==> src/fpes_pkg.sv <==
// Constants and types for the flash program/erase status host controller
package fpes_pkg;
   localparam int ADDR_W = 20;
   localparam int DATA_W = 16;
   localparam int REG_AW = 8;
   localparam int CLK_NS = 50;

   // Pin timing figures in nanoseconds
   localparam int T_WP_NS    = 35;
   localparam int T_WPH_NS   = 30;
   localparam int T_ACC_NS   = 85;
   localparam int T_OEPH_NS  = 20;
   localparam int T_BUSY_NS  = 90;
   localparam int T_RSP_NS   = 4000;
   localparam int T_RRB_NS   = 4000;
   localparam int T_RP_NS    = 500;
   localparam int T_READY_NS = 20000;
   localparam int T_ACCPROG_NS = 4000;
   // Operation durations in larger units
   localparam int PROG_MAX_US  = 210;
   localparam int ERASE_TYP_MS = 700;
   localparam int ERASE_MAX_MS = 15000;

   function automatic int ceil_cyc(input int ns);
      int c;
      c = (ns + CLK_NS - 1) / CLK_NS;
      return (c < 1) ? 1 : c;
   endfunction : ceil_cyc

   localparam logic [31:0] CYC_WP      = 32'(ceil_cyc(T_WP_NS));
   localparam logic [31:0] CYC_WPH     = 32'(ceil_cyc(T_WPH_NS));
   localparam logic [31:0] CYC_ACC     = 32'(ceil_cyc(T_ACC_NS));
   localparam logic [31:0] CYC_OEPH    = 32'(ceil_cyc(T_OEPH_NS));
   localparam logic [31:0] CYC_BUSY    = 32'(ceil_cyc(T_BUSY_NS));
   localparam logic [31:0] CYC_RSP     = 32'(ceil_cyc(T_RSP_NS));
   localparam logic [31:0] CYC_RRB     = 32'(ceil_cyc(T_RRB_NS));
   localparam logic [31:0] CYC_RP      = 32'(ceil_cyc(T_RP_NS));
   localparam logic [31:0] CYC_READY   = 32'(ceil_cyc(T_READY_NS));
   localparam logic [31:0] CYC_ACCPROG = 32'(ceil_cyc(T_ACCPROG_NS));
   localparam logic [31:0] CYC_PROG_MAX  = 32'(PROG_MAX_US * (1000 / CLK_NS));
   localparam logic [31:0] CYC_ERASE_TYP = 32'(ERASE_TYP_MS * (1000000 / CLK_NS));
   localparam logic [31:0] CYC_ERASE_MAX = 32'(ERASE_MAX_MS * (1000000 / CLK_NS));

   // Register byte offsets
   localparam logic [REG_AW-1:0] REG_CTRL    = 8'h00;
   localparam logic [REG_AW-1:0] REG_ADDR    = 8'h04;
   localparam logic [REG_AW-1:0] REG_DATA    = 8'h08;
   localparam logic [REG_AW-1:0] REG_CMD     = 8'h0C;
   localparam logic [REG_AW-1:0] REG_STATUS  = 8'h10;
   localparam logic [REG_AW-1:0] REG_RDDATA  = 8'h14;
   localparam logic [REG_AW-1:0] REG_IRQSTAT = 8'h18;
   localparam logic [REG_AW-1:0] REG_IRQCLR  = 8'h1C;
   localparam logic [REG_AW-1:0] REG_IRQEN   = 8'h20;

   // Operation codes written to the command register
   localparam logic [3:0] OP_WRITE      = 4'h0;
   localparam logic [3:0] OP_READ       = 4'h1;
   localparam logic [3:0] OP_PROG_POLL  = 4'h2;
   localparam logic [3:0] OP_ERASE_POLL = 4'h3;
   localparam logic [3:0] OP_SUSP_CHECK = 4'h4;
   localparam logic [3:0] OP_PROTECT    = 4'h5;
   localparam logic [3:0] OP_UNPROTECT  = 4'h6;
   localparam logic [3:0] OP_TEMP_ENTER = 4'h7;
   localparam logic [3:0] OP_TEMP_EXIT  = 4'h8;
   localparam logic [3:0] OP_HW_RESET   = 4'h9;

   // Field positions
   localparam int CTRL_CE_FRAME = 0;
   localparam int CTRL_ACCEL    = 1;
   localparam int IRQ_W         = 3;
   localparam int IRQ_DONE      = 0;
   localparam int IRQ_TIMEOUT   = 1;
   localparam int IRQ_SUSP      = 2;
   localparam int BIT_POLL      = 7;
   localparam int BIT_TOGGLE    = 6;
   localparam int BIT_SUSP      = 2;
   localparam int A_BIT6        = 6;
   localparam int A_BIT1        = 1;
   localparam int A_BIT0        = 0;

   typedef struct packed {
      logic              ceN;
      logic              oeN;
      logic              weN;
      logic              resetN;
      logic              resetElevated;
      logic              programAccelerate;
      logic [ADDR_W-1:0] addr;
      logic [DATA_W-1:0] dqOut;
      logic              dqOe;
   } fpes_pins_t;

   typedef struct packed {
      logic [REG_AW-1:0] addr;
      logic [31:0]       wdata;
      logic              wr;
      logic              rd;
   } fpes_req_t;

   localparam fpes_pins_t PINS_IDLE = '{ceN: 1'b1, oeN: 1'b1, weN: 1'b1, resetN: 1'b1,
                                        resetElevated: 1'b0, programAccelerate: 1'b0,
                                        addr: '0, dqOut: '0, dqOe: 1'b0};
endpackage : fpes_pkg

==> src/fpes_host.sv <==
// Host controller that writes, polls, protects and resets an asynchronous NOR flash
//
// The placing of the registers and the plain strobed port were chosen for this implementation.
module fpes_host
   import fpes_pkg::*;
#(
   parameter logic [31:0] ERASE_TYP_CYC   = CYC_ERASE_TYP,
   parameter logic [31:0] ERASE_TOUT_CYC  = CYC_ERASE_MAX,
   parameter logic [31:0] PROG_TOUT_CYC   = CYC_PROG_MAX
) (
   input  wire logic              sys_clk,
   input  wire logic              reset,
   input  wire fpes_req_t         busReq,
   output      logic [31:0]       busRdata,
   output      logic              irq,
   output      fpes_pins_t        flashPins,
   input  wire logic [DATA_W-1:0] flashDqIn,
   input  wire logic              readyBusyN
);

   typedef enum logic [3:0] {
      S_IDLE, S_WR_LOW, S_WR_HIGH, S_POLL_WAIT, S_RD_LOW, S_RD_HIGH,
      S_RST_LOW, S_RST_WAIT, S_TEMP_SETUP, S_TEMP_WAITRDY, S_TEMP_HOLD
   } fpes_state_t;

   typedef struct packed {
      fpes_state_t       state;
      logic [3:0]        op;
      logic [1:0]        ctrl;
      logic [ADDR_W-1:0] addrReg;
      logic [DATA_W-1:0] dataReg;
      logic [DATA_W-1:0] rdReg;
      logic [DATA_W-1:0] prev;
      logic              first;
      logic [31:0]       timer;
      logic [31:0]       tout;
      logic              suspended;
      logic              tempActive;
      logic              timedOut;
      logic [IRQ_W-1:0]  irqStat;
      logic [IRQ_W-1:0]  irqEn;
      fpes_pins_t        pins;
      logic [31:0]       rdata;
      logic              irq;
   } fpes_regs_t;

   localparam fpes_regs_t REGS_RESET = '{state: S_IDLE, op: OP_WRITE, ctrl: '0,
                                         addrReg: '0, dataReg: '0, rdReg: '0, prev: '0,
                                         first: 1'b0, timer: '0, tout: '0,
                                         suspended: 1'b0, tempActive: 1'b0, timedOut: 1'b0,
                                         irqStat: '0, irqEn: '0, pins: PINS_IDLE,
                                         rdata: '0, irq: 1'b0};

   fpes_regs_t r;
   fpes_regs_t next_r;

   always_comb begin
      logic [IRQ_W-1:0]  setEv;
      logic [IRQ_W-1:0]  clrEv;
      logic              finish;
      logic              goOn;
      logic              polling;
      logic [ADDR_W-1:0] cmdAddr;
      logic [3:0]        cmdOp;
      setEv   = '0;
      cmdOp   = (r.state == S_IDLE) ? busReq.wdata[3:0] : r.op;
      clrEv   = '0;
      finish  = 1'b0;
      goOn    = 1'b0;
      polling = (r.op == OP_PROG_POLL) || (r.op == OP_ERASE_POLL);
      next_r  = r;
      next_r.rdata = '0;
      next_r.pins.programAccelerate = r.ctrl[CTRL_ACCEL];

      // Address presented on write cycles, with protect selector bits forced
      cmdAddr = r.addrReg;
      if (cmdOp == OP_PROTECT) begin
         cmdAddr[A_BIT6] = 1'b0;
         cmdAddr[A_BIT1] = 1'b1;
         cmdAddr[A_BIT0] = 1'b0;
      end else if (cmdOp == OP_UNPROTECT) begin
         cmdAddr[A_BIT6] = 1'b1;
         cmdAddr[A_BIT1] = 1'b1;
         cmdAddr[A_BIT0] = 1'b0;
      end

      if (r.timer != '0) begin
         next_r.timer = r.timer - 32'd1;
      end

      case (r.state)
         S_IDLE: begin
            // Commands only start once the previous operation has finished
            if (busReq.wr && busReq.addr == REG_CMD) begin
               next_r.op    = busReq.wdata[3:0];
               next_r.first = 1'b1;
               case (busReq.wdata[3:0])
                  OP_WRITE, OP_PROG_POLL, OP_ERASE_POLL, OP_PROTECT, OP_UNPROTECT: begin
                     next_r.state = S_WR_LOW;
                     next_r.timer = CYC_WP - 32'd1;
                  end
                  OP_READ, OP_SUSP_CHECK: begin
                     next_r.state = S_RD_HIGH;
                     next_r.timer = '0;
                  end
                  OP_TEMP_ENTER: begin
                     next_r.state              = S_TEMP_SETUP;
                     next_r.pins.resetElevated = 1'b1;
                     next_r.timer              = CYC_RSP - 32'd1;
                  end
                  OP_TEMP_EXIT: begin
                     next_r.state = S_TEMP_WAITRDY;
                  end
                  OP_HW_RESET: begin
                     next_r.state       = S_RST_LOW;
                     next_r.pins.resetN = 1'b0;
                     next_r.timer       = CYC_RP - 32'd1;
                  end
                  default: begin
                     setEv[IRQ_DONE] = 1'b1;
                  end
               endcase
               if (busReq.wdata[3:0] == OP_WRITE || busReq.wdata[3:0] == OP_PROG_POLL ||
                   busReq.wdata[3:0] == OP_ERASE_POLL || busReq.wdata[3:0] == OP_PROTECT ||
                   busReq.wdata[3:0] == OP_UNPROTECT) begin
                  next_r.pins.ceN   = 1'b0;
                  next_r.pins.weN   = 1'b0;
                  next_r.pins.dqOe  = 1'b1;
                  next_r.pins.dqOut = r.dataReg;
                  // Address goes out with the write strobe so the flash latches it
                  next_r.pins.addr  = cmdAddr;
               end
            end
         end
         S_WR_LOW: begin
            next_r.pins.addr = cmdAddr;
            if (r.timer == '0) begin
               next_r.pins.weN  = 1'b1;
               next_r.pins.ceN  = 1'b1;
               next_r.state     = S_WR_HIGH;
               next_r.timer     = CYC_WPH - 32'd1;
            end
         end
         S_WR_HIGH: begin
            next_r.pins.dqOe = 1'b0;
            if (r.timer == '0) begin
               if (r.op == OP_PROG_POLL) begin
                  next_r.state = S_POLL_WAIT;
                  next_r.tout  = PROG_TOUT_CYC;
                  // First status read waits out busy onset, or the accelerated program time when acceleration is on
                  next_r.timer = r.ctrl[CTRL_ACCEL] ? CYC_ACCPROG - 32'd1
                                                    : CYC_BUSY - 32'd1;
               end else if (r.op == OP_ERASE_POLL) begin
                  next_r.state = S_POLL_WAIT;
                  next_r.tout  = ERASE_TOUT_CYC;
                  next_r.timer = (ERASE_TYP_CYC > CYC_BUSY) ? ERASE_TYP_CYC - 32'd1
                                                            : CYC_BUSY - 32'd1;
               end else begin
                  finish = 1'b1;
               end
            end
         end
         S_POLL_WAIT: begin
            if (r.timer == '0) begin
               next_r.state = S_RD_HIGH;
            end
         end
         S_RD_HIGH: begin
            next_r.pins.addr = r.addrReg;
            if (r.timer == '0) begin
               next_r.pins.oeN = 1'b0;
               next_r.pins.ceN = 1'b0;
               next_r.state    = S_RD_LOW;
               next_r.timer    = CYC_ACC - 32'd1;
            end
         end
         S_RD_LOW: begin
            if (r.timer == '0) begin
               next_r.rdReg = flashDqIn;
               next_r.prev  = flashDqIn;
               next_r.first = 1'b0;
               case (r.op)
                  OP_PROG_POLL: begin
                     goOn = flashDqIn[BIT_POLL] != r.dataReg[BIT_POLL];
                  end
                  OP_ERASE_POLL: begin
                     goOn = r.first || (flashDqIn[BIT_TOGGLE] != r.prev[BIT_TOGGLE]);
                  end
                  OP_SUSP_CHECK: begin
                     goOn = r.first;
                     if (!r.first) begin
                        next_r.suspended = flashDqIn[BIT_SUSP] != r.prev[BIT_SUSP];
                        setEv[IRQ_SUSP]  = flashDqIn[BIT_SUSP] != r.prev[BIT_SUSP];
                     end
                  end
                  default: begin
                     goOn = 1'b0;
                  end
               endcase
               next_r.pins.oeN = 1'b1;
               // Chip enable framing releases chip enable between status reads
               next_r.pins.ceN = !goOn || r.ctrl[CTRL_CE_FRAME];
               if (goOn) begin
                  next_r.state = S_RD_HIGH;
                  next_r.timer = CYC_OEPH - 32'd1;
               end else begin
                  finish = 1'b1;
               end
            end
         end
         S_RST_LOW: begin
            if (r.timer == '0) begin
               next_r.pins.resetN        = 1'b1;
               next_r.pins.resetElevated = 1'b0;
               next_r.tempActive         = 1'b0;
               next_r.state              = S_RST_WAIT;
               next_r.timer              = CYC_READY - 32'd1;
            end
         end
         S_RST_WAIT: begin
            if (r.timer == '0) begin
               finish = 1'b1;
            end
         end
         S_TEMP_SETUP: begin
            if (r.timer == '0) begin
               next_r.tempActive = 1'b1;
               finish            = 1'b1;
            end
         end
         S_TEMP_WAITRDY: begin
            if (readyBusyN) begin
               next_r.state = S_TEMP_HOLD;
               next_r.timer = CYC_RRB - 32'd1;
            end
         end
         S_TEMP_HOLD: begin
            if (r.timer == '0) begin
               next_r.pins.resetElevated = 1'b0;
               next_r.tempActive         = 1'b0;
               finish                    = 1'b1;
            end
         end
         default: begin
            next_r.state = S_IDLE;
            next_r.pins  = PINS_IDLE;
         end
      endcase

      // Polling gives up after the worst-case operation time
      if (polling && (r.state == S_POLL_WAIT || r.state == S_RD_LOW ||
                      r.state == S_RD_HIGH) && !finish) begin
         // A read pulse in progress runs to its full length before the abort
         if (r.tout == '0 && !(r.state == S_RD_LOW && r.timer != '0)) begin
            next_r.timedOut   = 1'b1;
            setEv[IRQ_TIMEOUT] = 1'b1;
            next_r.pins.ceN    = 1'b1;
            next_r.pins.oeN    = 1'b1;
            finish             = 1'b1;
         end else if (r.tout != '0) begin
            next_r.tout = r.tout - 32'd1;
         end
      end

      if (finish) begin
         next_r.state    = S_IDLE;
         setEv[IRQ_DONE] = 1'b1;
      end
      if (r.state == S_IDLE && busReq.wr && busReq.addr == REG_CMD) begin
         next_r.timedOut = 1'b0;
      end

      // Software register writes
      if (busReq.wr) begin
         case (busReq.addr)
            REG_CTRL:   next_r.ctrl    = busReq.wdata[1:0];
            REG_ADDR:   if (r.state == S_IDLE) next_r.addrReg = busReq.wdata[ADDR_W-1:0];
            REG_DATA:   if (r.state == S_IDLE) next_r.dataReg = busReq.wdata[DATA_W-1:0];
            REG_IRQCLR: clrEv          = busReq.wdata[IRQ_W-1:0];
            REG_IRQEN:  next_r.irqEn   = busReq.wdata[IRQ_W-1:0];
            default:    next_r.irqEn   = next_r.irqEn;
         endcase
      end
      if (busReq.rd) begin
         case (busReq.addr)
            REG_CTRL:    next_r.rdata = {30'h0, r.ctrl};
            REG_ADDR:    next_r.rdata = {{(32-ADDR_W){1'b0}}, r.addrReg};
            REG_DATA:    next_r.rdata = {{(32-DATA_W){1'b0}}, r.dataReg};
            REG_STATUS:  next_r.rdata = {27'h0, r.timedOut, r.suspended, r.tempActive,
                                         readyBusyN, r.state != S_IDLE};
            REG_RDDATA:  next_r.rdata = {{(32-DATA_W){1'b0}}, r.rdReg};
            REG_IRQSTAT: next_r.rdata = {29'h0, r.irqStat};
            REG_IRQEN:   next_r.rdata = {29'h0, r.irqEn};
            default:     next_r.rdata = 32'h0;
         endcase
      end

      // A new event wins over a clear in the same cycle
      next_r.irqStat = (r.irqStat & ~clrEv) | setEv;
      next_r.irq     = |(next_r.irqStat & next_r.irqEn);
   end

   always_ff @(posedge sys_clk) begin
      if (reset) begin
         r <= REGS_RESET;
      end else begin
         r <= next_r;
      end
   end

   assign busRdata  = r.rdata;
   assign irq       = r.irq;
   assign flashPins = r.pins;

endmodule : fpes_host

==> config.mk <==
export PLATFORM = sky130hd
export DESIGN_NAME = fpes_host
export DESIGN_NICKNAME = d
export VERILOG_FILES = /design/src/fpes_pkg.sv /design/src/fpes_host.sv
export SDC_FILE = /design/constraint.sdc
export NUM_CORES = 1
export LEC_CHECK = 0
export ABC_AREA = 1
export BUFFER_PORTS_ARGS = -buffer_cell sky130_fd_sc_hd__buf_4
export CAP_MARGIN = 30
export CORE_UTILIZATION = 63
export CTS_CLUSTER_DIAMETER = 30
export DETAILED_ROUTE_END_ITERATION = 12
export GPL_TIMING_DRIVEN = 0
export PLACE_DENSITY = 0.9
export RECOVER_POWER = 25
export SYNTH_ARGS = -nofsm -noshare
export SYNTH_HDL_FRONTEND = slang
export SYNTH_SLANG_ARGS = --single-unit
==> constraint.sdc <==
create_clock -name sys_clk -period 5.3 [get_ports sys_clk]
set_clock_uncertainty 0.05 [all_clocks]
set_input_delay 0.53 -clock sys_clk [delete_from_list [all_inputs] [get_ports sys_clk]]
set_output_delay 0.53 -clock sys_clk [all_outputs]
set_load 0.02 [all_outputs]
==> metrics.txt <==
Post-CTS Resized 0; critical path peak fanout 11; Routed Antenna Nets 0; Adder-Cell Fraction of Synth Area 0.5668%; Std-Cell Rows 48; worst hold path type input port to flop; CP Class flop to flop; # hold bufs at CTS 0; Starting Density between 60% and 70%; Cells after DPL 2013; multiplexer share of the synthesized area 0%; static leakage ~0.0056 µW; maximum clock rate 310.1 MHz; IO buf count 111; pin count of the biggest net entering global routing 23; number of synthesized register bits 200; Root Buffer clkbuf_16; CTS sink cnt 200; list of most frequent post-synthesis cells 304 x nand2_1, 255 x nor2_1, 200 x dfxtp_1; Fin. Hold Viols 0; warnings from Yosys 0; Top FF cell, synth dfxtp_1; Synth Cell Area 11040 µm²; Synth Area in Simple Gates 31.89%; CTS buffer count 17; slowest stage cell, crit path dfxtp_1; fraction of registers with async set/reset 0%; HP Start flashDqIn[14]; Die Span Y around 130 µm; clk buf depth 2; CTS HTree Levels 4; Vias/cell 5.893; most frequent cell after synthesis nand2_1; crit-path cells inv_1 -> ha_1 -> nand3_1 -> inv_1 -> nand2_1 -> nor2_1 -> nand2_1 -> buf_2 -> buf_2 -> buf_2 -> ha_1 -> o21ai_0 -> o211ai_1 -> nand2_1 -> nor2_1 -> nor2_1; Clk Latency, worst-skew pair 0.45 ns; Non-Filler Instances 2045; CTS tree built; Synth Instances 1666; DRT Pass-1 Iters 6; unrepaired setup endpoints after global routing false; relative slew slack 43.78%; total power 4776 µW; first-pass GRT wire length about 56 mm; CP top delay family buffers and inverters; Synth Area in XOR/XNOR around 4.4%; crit path capture type flop; pre-CTS WS about 2.2 ns; final WL 35.98 mm; Syn-to-layout area delta 13.90%; final hold slack 0.2675 ns; DR vias 12.05k; Post-Synthesis Mean Instance Area between 6 and 7 µm²; critical path arrival 3.56 ns; max-slew violation count 0; status complete, no violations; die area 18050 µm²; count of different cell masters after synthesis 44; Worst Path Buf+Inv 5; Synth area leaders dfxtp_1 36%, nand2_1 10%, nor2_1 8.7%; sequential-to-total area share from yosys stat around 36%; chip width between 100 and 150 µm; setup violators final 0; core region area between 15000 and 20000 µm²; dominant cell type by area after synthesis dfxtp_1; Synth Area in Compound Gates 14.03%; worst setup path start r[117]$_SDFF_PP0_; largest family of logic cells by synthesized area simple AND/OR/NAND/NOR gates; power density cells roughly 380 nW/µm²; Startpoint Class flop; Worst path max stage delay 0.42 ns; Initial DRC Count 1673; vias in the first global route 11.03k; grt ovf 0; TNS Setup 0 ns; number of flops mapped to enable cells by yosys 0; worst path required time 5.63 ns; DP Wirelength 27.16 mm; MaxCap Viol Count 0; ANT cells 0; Nets 1873; VDD IR max 343.2 µV; Yosys top cell area share 36.27%; post-route clock period utilization 60.84%; detailed-route DRC error count 0; Total GRT Usage about two fifths; Slew @ Worst Pin approximately 0.84 ns; I/O pin count 137; minimum clock period roughly 3.2 ns; postcts setup bufs 0; worst reg2reg startpoint r[117]$_SDFF_PP0_; RD Place Congestion between 1 and 1.5; clk slew on worst S/H paths 0.08 ns; antenna violations before repair 0; layout cells sized above 1 11.81%; Wirelength per Cell 17.59 µm; Setup WS post-layout a little over 2 ns
## logic make-up (layout without fill, tap and decap cells)
family,count (synthesis),after routing
adders and majority gates,5,5
AOI/OAI and AO/OA,292,292
other,1,12
xor gates and xnor gates,55,55
buffers and inverters,294,437
and+or+nand+nor,819,819
DFF,200,200
## layer usage
layer | GRT usage, % | wire length, µm | up-vias
li1 | - | - | 5640
met1 | 54.82 | 14710 | 5535
met2 | 61.51 | 15730 | 783
met3 | 10.32 | 4567 | 93
met4 | 11.42 | 967 | 0
met5 | 0 | 0 | -
## worst paths after layout
path | end | slack [ns] | cells after the start
setup / recovery | r[117]$_SDFF_PP0_ | 2.08 | 16
hold / removal | r[164]$_SDFFE_PP0P_ | 0.27 | 3
setup reg to reg | r[117]$_SDFF_PP0_ | 2.08 | 16
hold reg to reg | flashPins[4]$_SDFFE_PP0P_ | 0.42 | 2
## metrics by stage
stage / utilization, % / cell area (µm²)
2_1_floorplan: - / 11080
3_3_place_gp: 70.99 / 12190
3_5_place_dp: 70.99 / 12190
4_1_cts: 74.59 / 12810
5_1_grt: 73.19 / 12570
6_report: 73.19 / 12570
## flip-flops by register name (all words and copies together) (netlist names)
register	count
busRdata	20
irq	1
flashPins	43
r	136
## tightest hold or removal path, cell delays in order
cell and delay [ns]:
buf_4 0.08, nor3_1 0.04, nor2_1 0.08
## power by group
| group | switching (µW) | leakage (µW) | internal (µW) | total, µW |
|---|---|---|---|---|
| Combinational | 1150 | 0.00373 | 552 | 1700 |
| Sequential | 123 | 0.00161 | 1600 | 1720 |
| Clock | 704 | 0.000300 | 651 | 1350 |
## cell type report
cell class                 instances  area, µm²
buffer                           131      805.8
clock buffer                      17      425.4
clock inverter                    15      192.7
fill                            1464       4604
inverter                         163      611.8
multi-input combinational       1183       5658
sequential                       200       4004
tap                              225      281.5
timing repair buffer             111      593.1
## cell usage in the layout, fill, tap and decap left out, drive strengths merged
| master | synthesis | routed |
|---|---|---|
| a211oi | 2 | 2 |
| a21boi | 1 | 1 |
| a21oi | 140 | 140 |
| a221oi | 1 | 1 |
| a22o | 1 | 1 |
| a31oi | 3 | 3 |
| a32o | 1 | 1 |
| and2 | 1 | 1 |
| and3 | 3 | 3 |
| buf | 96 | 142 |
| clkbuf | 35 | 117 |
| clkinv | 2 | 8 |
| conb | 1 | 12 |
| dfxtp | 200 | 200 |
| ha | 5 | 5 |
| inv | 161 | 170 |
| nand2 | 310 | 310 |
| nand3 | 157 | 157 |
| nand3b | 1 | 1 |
| nand4 | 29 | 29 |
| nor2 | 266 | 266 |
| nor3 | 43 | 43 |
| nor4 | 5 | 5 |
| o211ai | 10 | 10 |
| o21a | 1 | 1 |
| o21ai | 116 | 116 |
| o21bai | 2 | 2 |
| o221ai | 3 | 3 |
| o22ai | 9 | 9 |
| o31ai | 2 | 2 |
| or2 | 4 | 4 |
| xnor2 | 19 | 19 |
| xor2 | 36 | 36 |
Note: power is estimated with default switching activity, not from simulation.
